==> src/rtl/mec_pkg.sv <==
// Operation
// Respond only to device code octal 2
// Priority mask never blocks interrupt request
// I/O reset clears request, Done, mode flags; code loads mode 100 instead, leaving flag 13 set
// Flag commands none, clear, pulse do nothing
// Start command clears request and Done
// Input A returns low fault address
// Host reads fault data while Done set
// Input B returns syndrome, zeros, high address
// Zero syndrome no error; check bits one-hot
// Data-bit syndromes follow fixed table
// Output A loads mode from bits 13-15
// Modes 000-011 set write and checking
// Modes 100-111 set write and checking
// Error latches address, syndrome, Done, request
package mec_pkg;

  // Device code of this unit
  localparam logic [5:0] MEC_DEV_CODE = 6'h02;

  // Transfer selects (instruction bits 5-7)
  localparam logic [2:0] MEC_XFER_IN_A  = 3'h1;
  localparam logic [2:0] MEC_XFER_OUT_A = 3'h2;
  localparam logic [2:0] MEC_XFER_IN_B  = 3'h3;

  // Flag command codes (instruction bits 8-9)
  localparam logic [1:0] MEC_FLAG_NONE  = 2'h0;
  localparam logic [1:0] MEC_FLAG_START = 2'h1;

  // Mode field: accumulator bits 13-15 are the low three bits
  localparam int         MEC_MODE_LSB   = 0;
  localparam logic [2:0] MEC_MODE_RESET = 3'h0;
  // Mode left by the I/O reset: flags 14 and 15 clear, checking off,
  // so a stale check result cannot raise Done after the bus reset
  localparam logic [2:0] MEC_MODE_IO_SYSTEM_RESET = 3'h4;

  // Fault code word layout
  localparam int MEC_SYN_LSB   = 10;
  localparam int MEC_HIGH_LSB  = 0;
  localparam int MEC_ADDR_BITS = 20;

  // Syndrome meaning
  typedef enum logic [1:0] {
    MEC_SYN_NONE  = 2'b00,
    MEC_SYN_CHECK = 2'b01,
    MEC_SYN_DATA  = 2'b10,
    MEC_SYN_MULTI = 2'b11
  } mec_syn_kind_type;

endpackage : mec_pkg

==> src/rtl/mec_syndrome_decode.sv <==
// Classifies a six-bit syndrome and names the failing data bit
module mec_syndrome_decode
  import mec_pkg::*;
(
  // Syndrome in
  input  wire logic [5:0]       syndrome,
  // Classification out
  output mec_syn_kind_type      kind,
  output logic      [3:0]       data_bit
);

  // Table lookup; bit 0 of the field is printed leftmost
  always_comb begin
    kind     = MEC_SYN_MULTI;
    data_bit = 4'h0;
    case (syndrome)
      6'h00: kind = MEC_SYN_NONE;
      6'h01, 6'h02, 6'h04,
      6'h08, 6'h10, 6'h20: kind = MEC_SYN_CHECK;
      6'h1C: begin kind = MEC_SYN_DATA; data_bit = 4'h0; end
      6'h34: begin kind = MEC_SYN_DATA; data_bit = 4'h1; end
      6'h32: begin kind = MEC_SYN_DATA; data_bit = 4'h2; end
      6'h2A: begin kind = MEC_SYN_DATA; data_bit = 4'h3; end
      6'h1A: begin kind = MEC_SYN_DATA; data_bit = 4'h4; end
      6'h26: begin kind = MEC_SYN_DATA; data_bit = 4'h5; end
      6'h16: begin kind = MEC_SYN_DATA; data_bit = 4'h6; end
      6'h0E: begin kind = MEC_SYN_DATA; data_bit = 4'h7; end
      6'h31: begin kind = MEC_SYN_DATA; data_bit = 4'h8; end
      6'h29: begin kind = MEC_SYN_DATA; data_bit = 4'h9; end
      6'h19: begin kind = MEC_SYN_DATA; data_bit = 4'hA; end
      6'h25: begin kind = MEC_SYN_DATA; data_bit = 4'hB; end
      6'h15: begin kind = MEC_SYN_DATA; data_bit = 4'hC; end
      6'h0D: begin kind = MEC_SYN_DATA; data_bit = 4'hD; end
      6'h23: begin kind = MEC_SYN_DATA; data_bit = 4'hE; end
      6'h0B: begin kind = MEC_SYN_DATA; data_bit = 4'hF; end
      default: kind = MEC_SYN_MULTI;
    endcase
  end

endmodule : mec_syndrome_decode

==> src/rtl/memory_error_corrector.sv <==
// Error checking and correction control unit on the programmed I/O bus
module memory_error_corrector
  import mec_pkg::*;
(
  // Clock and reset
  input  wire logic        core_clk,
  input  wire logic        rst,
  // Programmed I/O instruction strobe
  input  wire logic        io_strobe,
  input  wire logic [5:0]  io_dev_code,
  input  wire logic [2:0]  io_xfer,
  input  wire logic [1:0]  io_flag_cmd,
  input  wire logic [15:0] io_acc_out,
  input  wire logic        io_system_reset,
  // Priority mask from the processor
  input  wire logic [15:0] io_prio_mask,
  // Checker report from the memory array
  input  wire logic        chk_error,
  input  wire logic        chk_is_refresh,
  input  wire logic [19:0] chk_address,
  input  wire logic [5:0]  chk_syndrome,
  // Read data back to the processor
  output logic      [15:0] io_acc_in,
  output logic             io_acc_valid,
  // Status and control toward the system
  output logic             done_flag,
  output logic             int_request,
  output logic             write_checkcode,
  output logic             check_on_read,
  output logic             check_on_refresh,
  output logic             syn_single_bit
);

  ////////////////////////////////////////////////////////////////////////
  // State
  logic [2:0]  mode_reg,  mode_next;     // Operating mode
  logic        done_reg,  done_next;     // Done flag
  logic        irq_reg,   irq_next;      // Interrupt request flag
  logic [19:0] faddr_reg, faddr_next;    // Captured fault address
  logic [5:0]  fsyn_reg,  fsyn_next;     // Captured syndrome
  logic [15:0] rdata_reg, rdata_next;    // Read data holding
  logic        rval_reg,  rval_next;     // Read data valid pulse
  logic        wcc_reg,   wcc_next;      // Write checkcode
  logic        crd_reg,   crd_next;      // Check on read
  logic        crf_reg,   crf_next;      // Check on refresh
  logic        single_reg, single_next;  // Last fault correctable

  mec_syn_kind_type syn_kind;            // Class of incoming syndrome

  logic hit;                             // Instruction addressed here
  logic err_seen;                        // Checker error in active mode

  ////////////////////////////////////////////////////////////////////////
  // Mode decode helpers
  function automatic logic mode_writes(input logic [2:0] m);
    return !(m == 3'h1 || m == 3'h5);
  endfunction : mode_writes

  function automatic logic mode_irq_on(input logic [2:0] m);
    return (m == 3'h3 || m == 3'h7);
  endfunction : mode_irq_on

  function automatic logic mode_chk_read(input logic [2:0] m);
    return (m[1] == 1'b1);
  endfunction : mode_chk_read

  function automatic logic mode_chk_ref(input logic [2:0] m);
    return (m[2] == 1'b0);
  endfunction : mode_chk_ref

  ////////////////////////////////////////////////////////////////////////
  // Syndrome classification
  mec_syndrome_decode u_decode (
    .syndrome (chk_syndrome),
    .kind     (syn_kind),
    .data_bit ()
  );

  // Only code 2 is served; the mask input is deliberately unused
  // because no mask bit belongs to this unit
  assign hit = io_strobe && (io_dev_code == MEC_DEV_CODE);

  // Errors count only when checking is enabled for that access type
  assign err_seen = chk_error && (chk_syndrome != 6'h00) &&
                    (chk_is_refresh ? crf_reg : crd_reg);

  ////////////////////////////////////////////////////////////////////////
  // Next state
  always_comb begin
    mode_next   = mode_reg;
    done_next   = done_reg;
    irq_next    = irq_reg;
    faddr_next  = faddr_reg;
    fsyn_next   = fsyn_reg;
    rdata_next  = rdata_reg;
    rval_next   = 1'b0;
    single_next = single_reg;
    // Error capture; a later error overwrites, matching the last fault
    if (err_seen) begin
      faddr_next  = chk_address;
      fsyn_next   = chk_syndrome;
      single_next = (syn_kind == MEC_SYN_CHECK) ||
                    (syn_kind == MEC_SYN_DATA);
      done_next   = 1'b1;
      if (mode_irq_on(mode_reg)) begin
        irq_next = 1'b1;
      end
    end
    if (hit) begin
      case (io_xfer)
        MEC_XFER_IN_A: begin
          rdata_next = faddr_reg[15:0];
          rval_next  = 1'b1;
        end
        MEC_XFER_IN_B: begin
          rdata_next = {fsyn_reg, 6'h00, faddr_reg[19:16]};
          rval_next  = 1'b1;
        end
        MEC_XFER_OUT_A: begin
          mode_next = io_acc_out[MEC_MODE_LSB +: 3];
        end
        default: begin
        end
      endcase
      // Start clears both flags; other codes do nothing; new error wins
      if (io_flag_cmd == MEC_FLAG_START && !err_seen) begin
        done_next = 1'b0;
        irq_next  = 1'b0;
      end
    end
    // System reset of the I/O bus
    // Mode drops to one with no checking, and stays there until reloaded
    if (io_system_reset) begin
      mode_next = MEC_MODE_IO_SYSTEM_RESET;
      done_next = 1'b0;
      irq_next  = 1'b0;
    end
    // Enables follow the mode that is about to be registered
    wcc_next = mode_writes(mode_next);
    crd_next = mode_chk_read(mode_next);
    crf_next = mode_chk_ref(mode_next);
  end

  ////////////////////////////////////////////////////////////////////////
  // Registers
  always_ff @(posedge core_clk or posedge rst) begin
    if (rst) begin
      mode_reg   <= MEC_MODE_RESET;
      done_reg   <= 1'b0;
      irq_reg    <= 1'b0;
      faddr_reg  <= 20'h00000;
      fsyn_reg   <= 6'h00;
      rdata_reg  <= 16'h0000;
      rval_reg   <= 1'b0;
      wcc_reg    <= 1'b0;
      crd_reg    <= 1'b0;
      crf_reg    <= 1'b0;
      single_reg <= 1'b0;
    end else begin
      mode_reg   <= mode_next;
      done_reg   <= done_next;
      irq_reg    <= irq_next;
      faddr_reg  <= faddr_next;
      fsyn_reg   <= fsyn_next;
      rdata_reg  <= rdata_next;
      rval_reg   <= rval_next;
      wcc_reg    <= wcc_next;
      crd_reg    <= crd_next;
      crf_reg    <= crf_next;
      single_reg <= single_next;
    end
  end

  // Outputs straight from flops
  assign io_acc_in        = rdata_reg;
  assign io_acc_valid     = rval_reg;
  assign done_flag        = done_reg;
  assign int_request      = irq_reg;
  assign write_checkcode  = wcc_reg;
  assign check_on_read    = crd_reg;
  assign check_on_refresh = crf_reg;
  assign syn_single_bit   = single_reg;
endmodule : memory_error_corrector

==> config.mk <==
export PLATFORM = sky130hd
export DESIGN_NAME = memory_error_corrector
export DESIGN_NICKNAME = d
export VERILOG_FILES = /design/src/rtl/mec_pkg.sv /design/src/rtl/mec_syndrome_decode.sv /design/src/rtl/memory_error_corrector.sv
export SDC_FILE = /design/constraint.sdc
export NUM_CORES = 1
export LEC_CHECK = 0
export ABC_AREA = 1
export BUFFER_PORTS_ARGS = -buffer_cell sky130_fd_sc_hd__buf_2
export CAP_MARGIN = 15
export CORE_MARGIN = 2
export CORE_UTILIZATION = 50
export CTS_CLUSTER_SIZE = 24
export DETAILED_ROUTE_END_ITERATION = 7
export PLACE_DENSITY_LB_ADDON = 0.15
export SLEW_MARGIN = 10
export SYNTH_ARGS = -nofsm -noshare
export SYNTH_HDL_FRONTEND = slang
export SYNTH_HIERARCHICAL = 1
export SYNTH_SLANG_ARGS = --single-unit
==> constraint.sdc <==
create_clock -name core_clk -period 1.6 [get_ports core_clk]
set_input_delay 0 -clock core_clk [delete_from_list [all_inputs] [get_ports core_clk]]
set_output_delay 0 -clock core_clk [all_outputs]
set_load 0.01 [all_outputs]
### Word-level counts from Yosys, hierarchy flattened

Cells that the tools add are included.

* bits in registers: 52
* bits of input ports: 75
* output and inout bits: 23

* eq/ne operators: 33
* mux-type cells: 17
* bitwise gates (word level): 1
* reduce and logical (&&, ||, !) cells: 16

Operator list (number)
* equality test 6 bit, second input constant: 9
* equality test 6 x 5 -> 1 bit, second input constant: 6
* one-hot mux 16 bit (2 select lines): 1
* equality test 6 x 4 -> 1 bit, second input constant: 4
* OR reduction 16 bit: 1
* equality test 6 x 2 -> 1 bit, second input constant: 2
* two-way mux 1 bit: 12
* equality test 3 x 2 -> 1 bit, second input constant: 3
* two-way mux 3 bit: 3
* equality test 3 x 1 -> 1 bit, second input constant: 2
* equality test 3 bit, second input constant: 2
* equality test 6 x 1 -> 1 bit, second input constant: 1
* equality test 6 x 3 -> 1 bit, second input constant: 1
* zero test 6 bit: 1
* one-hot mux 2 bit (3 select lines): 1
* nonzero test 6 bit: 1
* OR reduction 6 bit: 1
* equality test 2 x 1 -> 1 bit, second input constant: 2
* logical AND 1 bit: 4
* logical OR 1 bit: 3
* equality test 2 bit, second input constant: 1
* zero test 1 bit: 2
* AND reduction 2 bit: 1
* nonzero test 2 bit: 1
* other kinds (2): 2

### Logic depth before layout (Yosys ltp)

* depth in word-level cells: 8
* depth in mapped cells: 11
* gate-level depth less buffers: 11

### Hierarchy

Netlist, hierarchy kept.

By module, submodules not included
* memory_error_corrector: times used 1, cells each 274, area an instance 2374.8 um^2, seq. area each 1276.2 um^2
* mec_syndrome_decode: times used 1, cells each 76, area an instance 364.1 um^2, seq. area each 0.0 um^2

### Least setup slack after synthesis

No wires, ideal clock.

* kind: register to register
* from: reg mode_reg[1] (netlist name)
* to: reg faddr_reg[16]
* arrival time: 1045 ps
* required time: 1483 ps
* setup slack: 437 ps
* stages on the path, launching flop included: 8
* path buffers: 1
* period minus slack after synthesis: 1163 ps
* cell sequence: dfrtp_1 > nor2_1 > nor2_4 > nand2_4 > inv_6 > buf_8 > nand2_2 > o21ai_2

RTL lines
* to (signal assigned): line memory_error_corrector.sv:163 `faddr_reg <= faddr_next;`
* to (decl): line memory_error_corrector.sv:39 `logic [19:0] faddr_reg, faddr_next;`

### Worst setup path after layout

* from: in chk_syndrome[5]
* to: reg single_reg (netlist: syn_single_bit)

* cells in the longest elaborated chain, start to end: 5

RTL lines
* from (decl): line memory_error_corrector.sv:21 `input wire logic [5:0] chk_syndrome,`
* equality test 6 x 5 -> 1 bit, or another cell as far along: line mec_syndrome_decode.sv:16 `case (syndrome)`
* OR reduction 16 bit (no line) or OR reduction 6 bit (tied branches)
* one-hot mux 2 bit (3 select lines) (*): line mec_syndrome_decode.sv:16
* net syn_kind[1]: line memory_error_corrector.sv:48 `mec_syn_kind_type syn_kind;`
* equality test 2 x 1 -> 1 bit or equality test 2 bit (tied branches): line memory_error_corrector.sv:102, memory_error_corrector.sv:103
* logical OR 1 bit (*): line memory_error_corrector.sv:102 `single_next = (syn_kind == MEC_SYN_CHECK) ||`
* to (signal assigned): line memory_error_corrector.sv:170 `single_reg <= single_next;`
* to (decl): line memory_error_corrector.sv:46 `logic single_reg, single_next;`

Mark *: on every way through the listed nets, which the timed path passes. The rest lies on a longest branch.
A chain may end at the register's enable or synchronous reset.

==> results.toml <==
[run_status]
run_status = "complete, no violations"

[cts]
clkLatencyLatePin_ns = 0.30
cts_tree = "yes"
cts_setup_buffers = 0
cts_buffer_depth = 2
cts_root_buf = "clkbuf_8"
cts_buffers = 5
clock_sinks = 51
htree_levels = 2
clkTransAtPathRegs_ns = 0.09

[global_route]
antenna_found_initial = 0
grt_pass1_wl_um = 9380
grt_pass1_vias = 2213
overflow = 0
grt_usage_pct = 19.3
grt_max_degree = 52

[pwr]
power_uw = 2850
power_density_mw_per_mm2 = 839
ir_worst_vdd_uv = 566
p_leak_uw = 0.00188

[placed_design]
routabilityCongestion = 0.831
dp_hpwl_um = 3650
place_inst = 470
port_buffers = 68

[sta]
finalSetupViolations = 0
tightest_slew_ns = 0.330
finalCritPeriodShare_pct = 89.7
rsz0062_at_grt = "false"
fin_tns_setup_ns = 0
slew_headroom_pct = 78.0
timing.fmax_mhz = 697
fin_crit_ns = 1.43
fin_skew_ns = 0.00507
hold_viol = 0
finalMaxSlewViolations = 0

[route]
top_layer = "met4"
met3_length_um = 273
met1_length_um = 2560
firstDrtPassIters = 4
routedWlPerCell_um = 10.9
wl_um = 5470
met2WireLength_um = 2580
drc = 0
final_antenna_net_count = 0
viasPerCell = 4.72
initialDrtViolationCount = 85
route.vias.total = 2367

[run]
drv_cap = 0

[floorplan]
die-area_sq_mm = 0.00598
rows = 26
die_h_um = 77.3
die_w_um = 77.3
core_sq_mm = 0.00514
io-pin-count = 98
initial_utilization_pct = 52.3

[min_path]
hold_class = "in2reg"

[logic_synthesis]
synth_fp_nets = 414
ys_warn_count = 6
syn-instance-count = 339
syn_area_sq_mm = 0.00269
postSynthAreaPerCell_sq_um = 7.92

[setup_path]
arrival_ns = 1.66
crit_fanout = 6
end_kind = "flip-flop"
worstSetupPathType = "in2reg"
start_kind = "input port"
cp.required_ns = 1.83

[finish]
final_core_utilization_pct = 66.0
diodes = 0
fin_nets = 506
largest_register_ffs = 20
areaGrowthSynthToFinish_pct = 26.4
stdcell_count = 501
drive_gt1_share_pct = 30.2
## stage by stage
| step | hold WS, ns | area [sq um] | setup WS [ns] |
|---|---|---|---|
| 2_1_floorplan | 0.0631 | 2690 | 0.370 |
| 3_3_place_gp | 0.0652 | 3050 | 0.332 |
| 3_5_place_dp | 0.0724 | 3050 | 0.305 |
| 4_1_cts | 0.0109 | 3390 | 0.107 |
| 5_1_grt | 0.0196 | 3390 | 0.0137 |
| 6_report | 0.0135 | 3390 | 0.165 |
## worst max-delay path: stages
cell	delay, ns
dlygate4sd3_1	0.52
buf_2	0.16
nor2_2	0.18
inv_1	0.07
a21oi_1	0.19
nand2_1	0.12
nand3_2	0.09
nand2_1	0.06
xnor2_1	0.11
o21ai_0	0.15
## area by class of cell
| type | instances | area (sq um) |
|---|---|---|
| Sequential cell | 51 | 1280 |
| Clock inverter | 2 | 37.5 |
| Tap cell | 70 | 87.6 |
| Clock buffer | 5 | 68.8 |
| Timing Repair Buffer | 95 | 616 |
| Inverter | 37 | 150 |
| Multi-Input combinational cell | 241 | 1160 |
| Fill cell | 465 | 1750 |
## final timing paths
kind	start	end	slack, ns	depth (start not counted)
setup / recovery	chk_syndrome[5]	syn_single_bit	0.17	10
setup reg to reg	mode_reg[1]	fsyn_reg[4]	0.31	6
hold / removal	chk_syndrome[0]	fsyn_reg[0]	0.01	3
min in group asynchronous	rst	faddr_reg[8]	0.28	4
hold reg to reg	io_acc_in[1]	io_acc_in[1]	0.48	2
max in group asynchronous	rst	fsyn_reg[2]	1.09	4
## power by group
| part | internal, uW | total [uW] | switching [uW] |
|---|---|---|---|
| combinational | 229 | 509 | 280 |
| sequential | 1420 | 1480 | 57.1 |
| clock | 457 | 864 | 407 |
## cell usage in the layout (no fill, tap or decap), types with 2 or more instances in the layout
master,instances
o21ai_2,16
inv_1,31
dlygate4sd3_1,24
nand2_1,135
buf_2,68
nand3_2,3
nor2_1,18
inv_2,3
nor2_4,3
dfrtp_1,51
buf_4,2
clkbuf_8,5
a21oi_1,3
nor2_2,8
nand2_2,14
o21ai_0,14
nand2_4,2
nand3_1,20
## per-layer routing
| metal | GRT usage (%) | vias up |
|---|---|---|
| met5 | 0 | - |
| met4 | 5.54 | 0 |
| met1 | 25.1 | 1083 |
| met3 | 3.29 | 5 |
| li1 | - | 1222 |
| met2 | 33.1 | 57 |
## timing repair
| item | CTS | global route |
|---|---|---|
| hold buffers | 24 | 0 |
| hold endpoints to repair | 77 | 0 |
| endpoints found under the setup margin | 0 | 1 |
| resized for setup | 0 | 1 |
No activity file was read; power rests on OpenSTA's default activity.
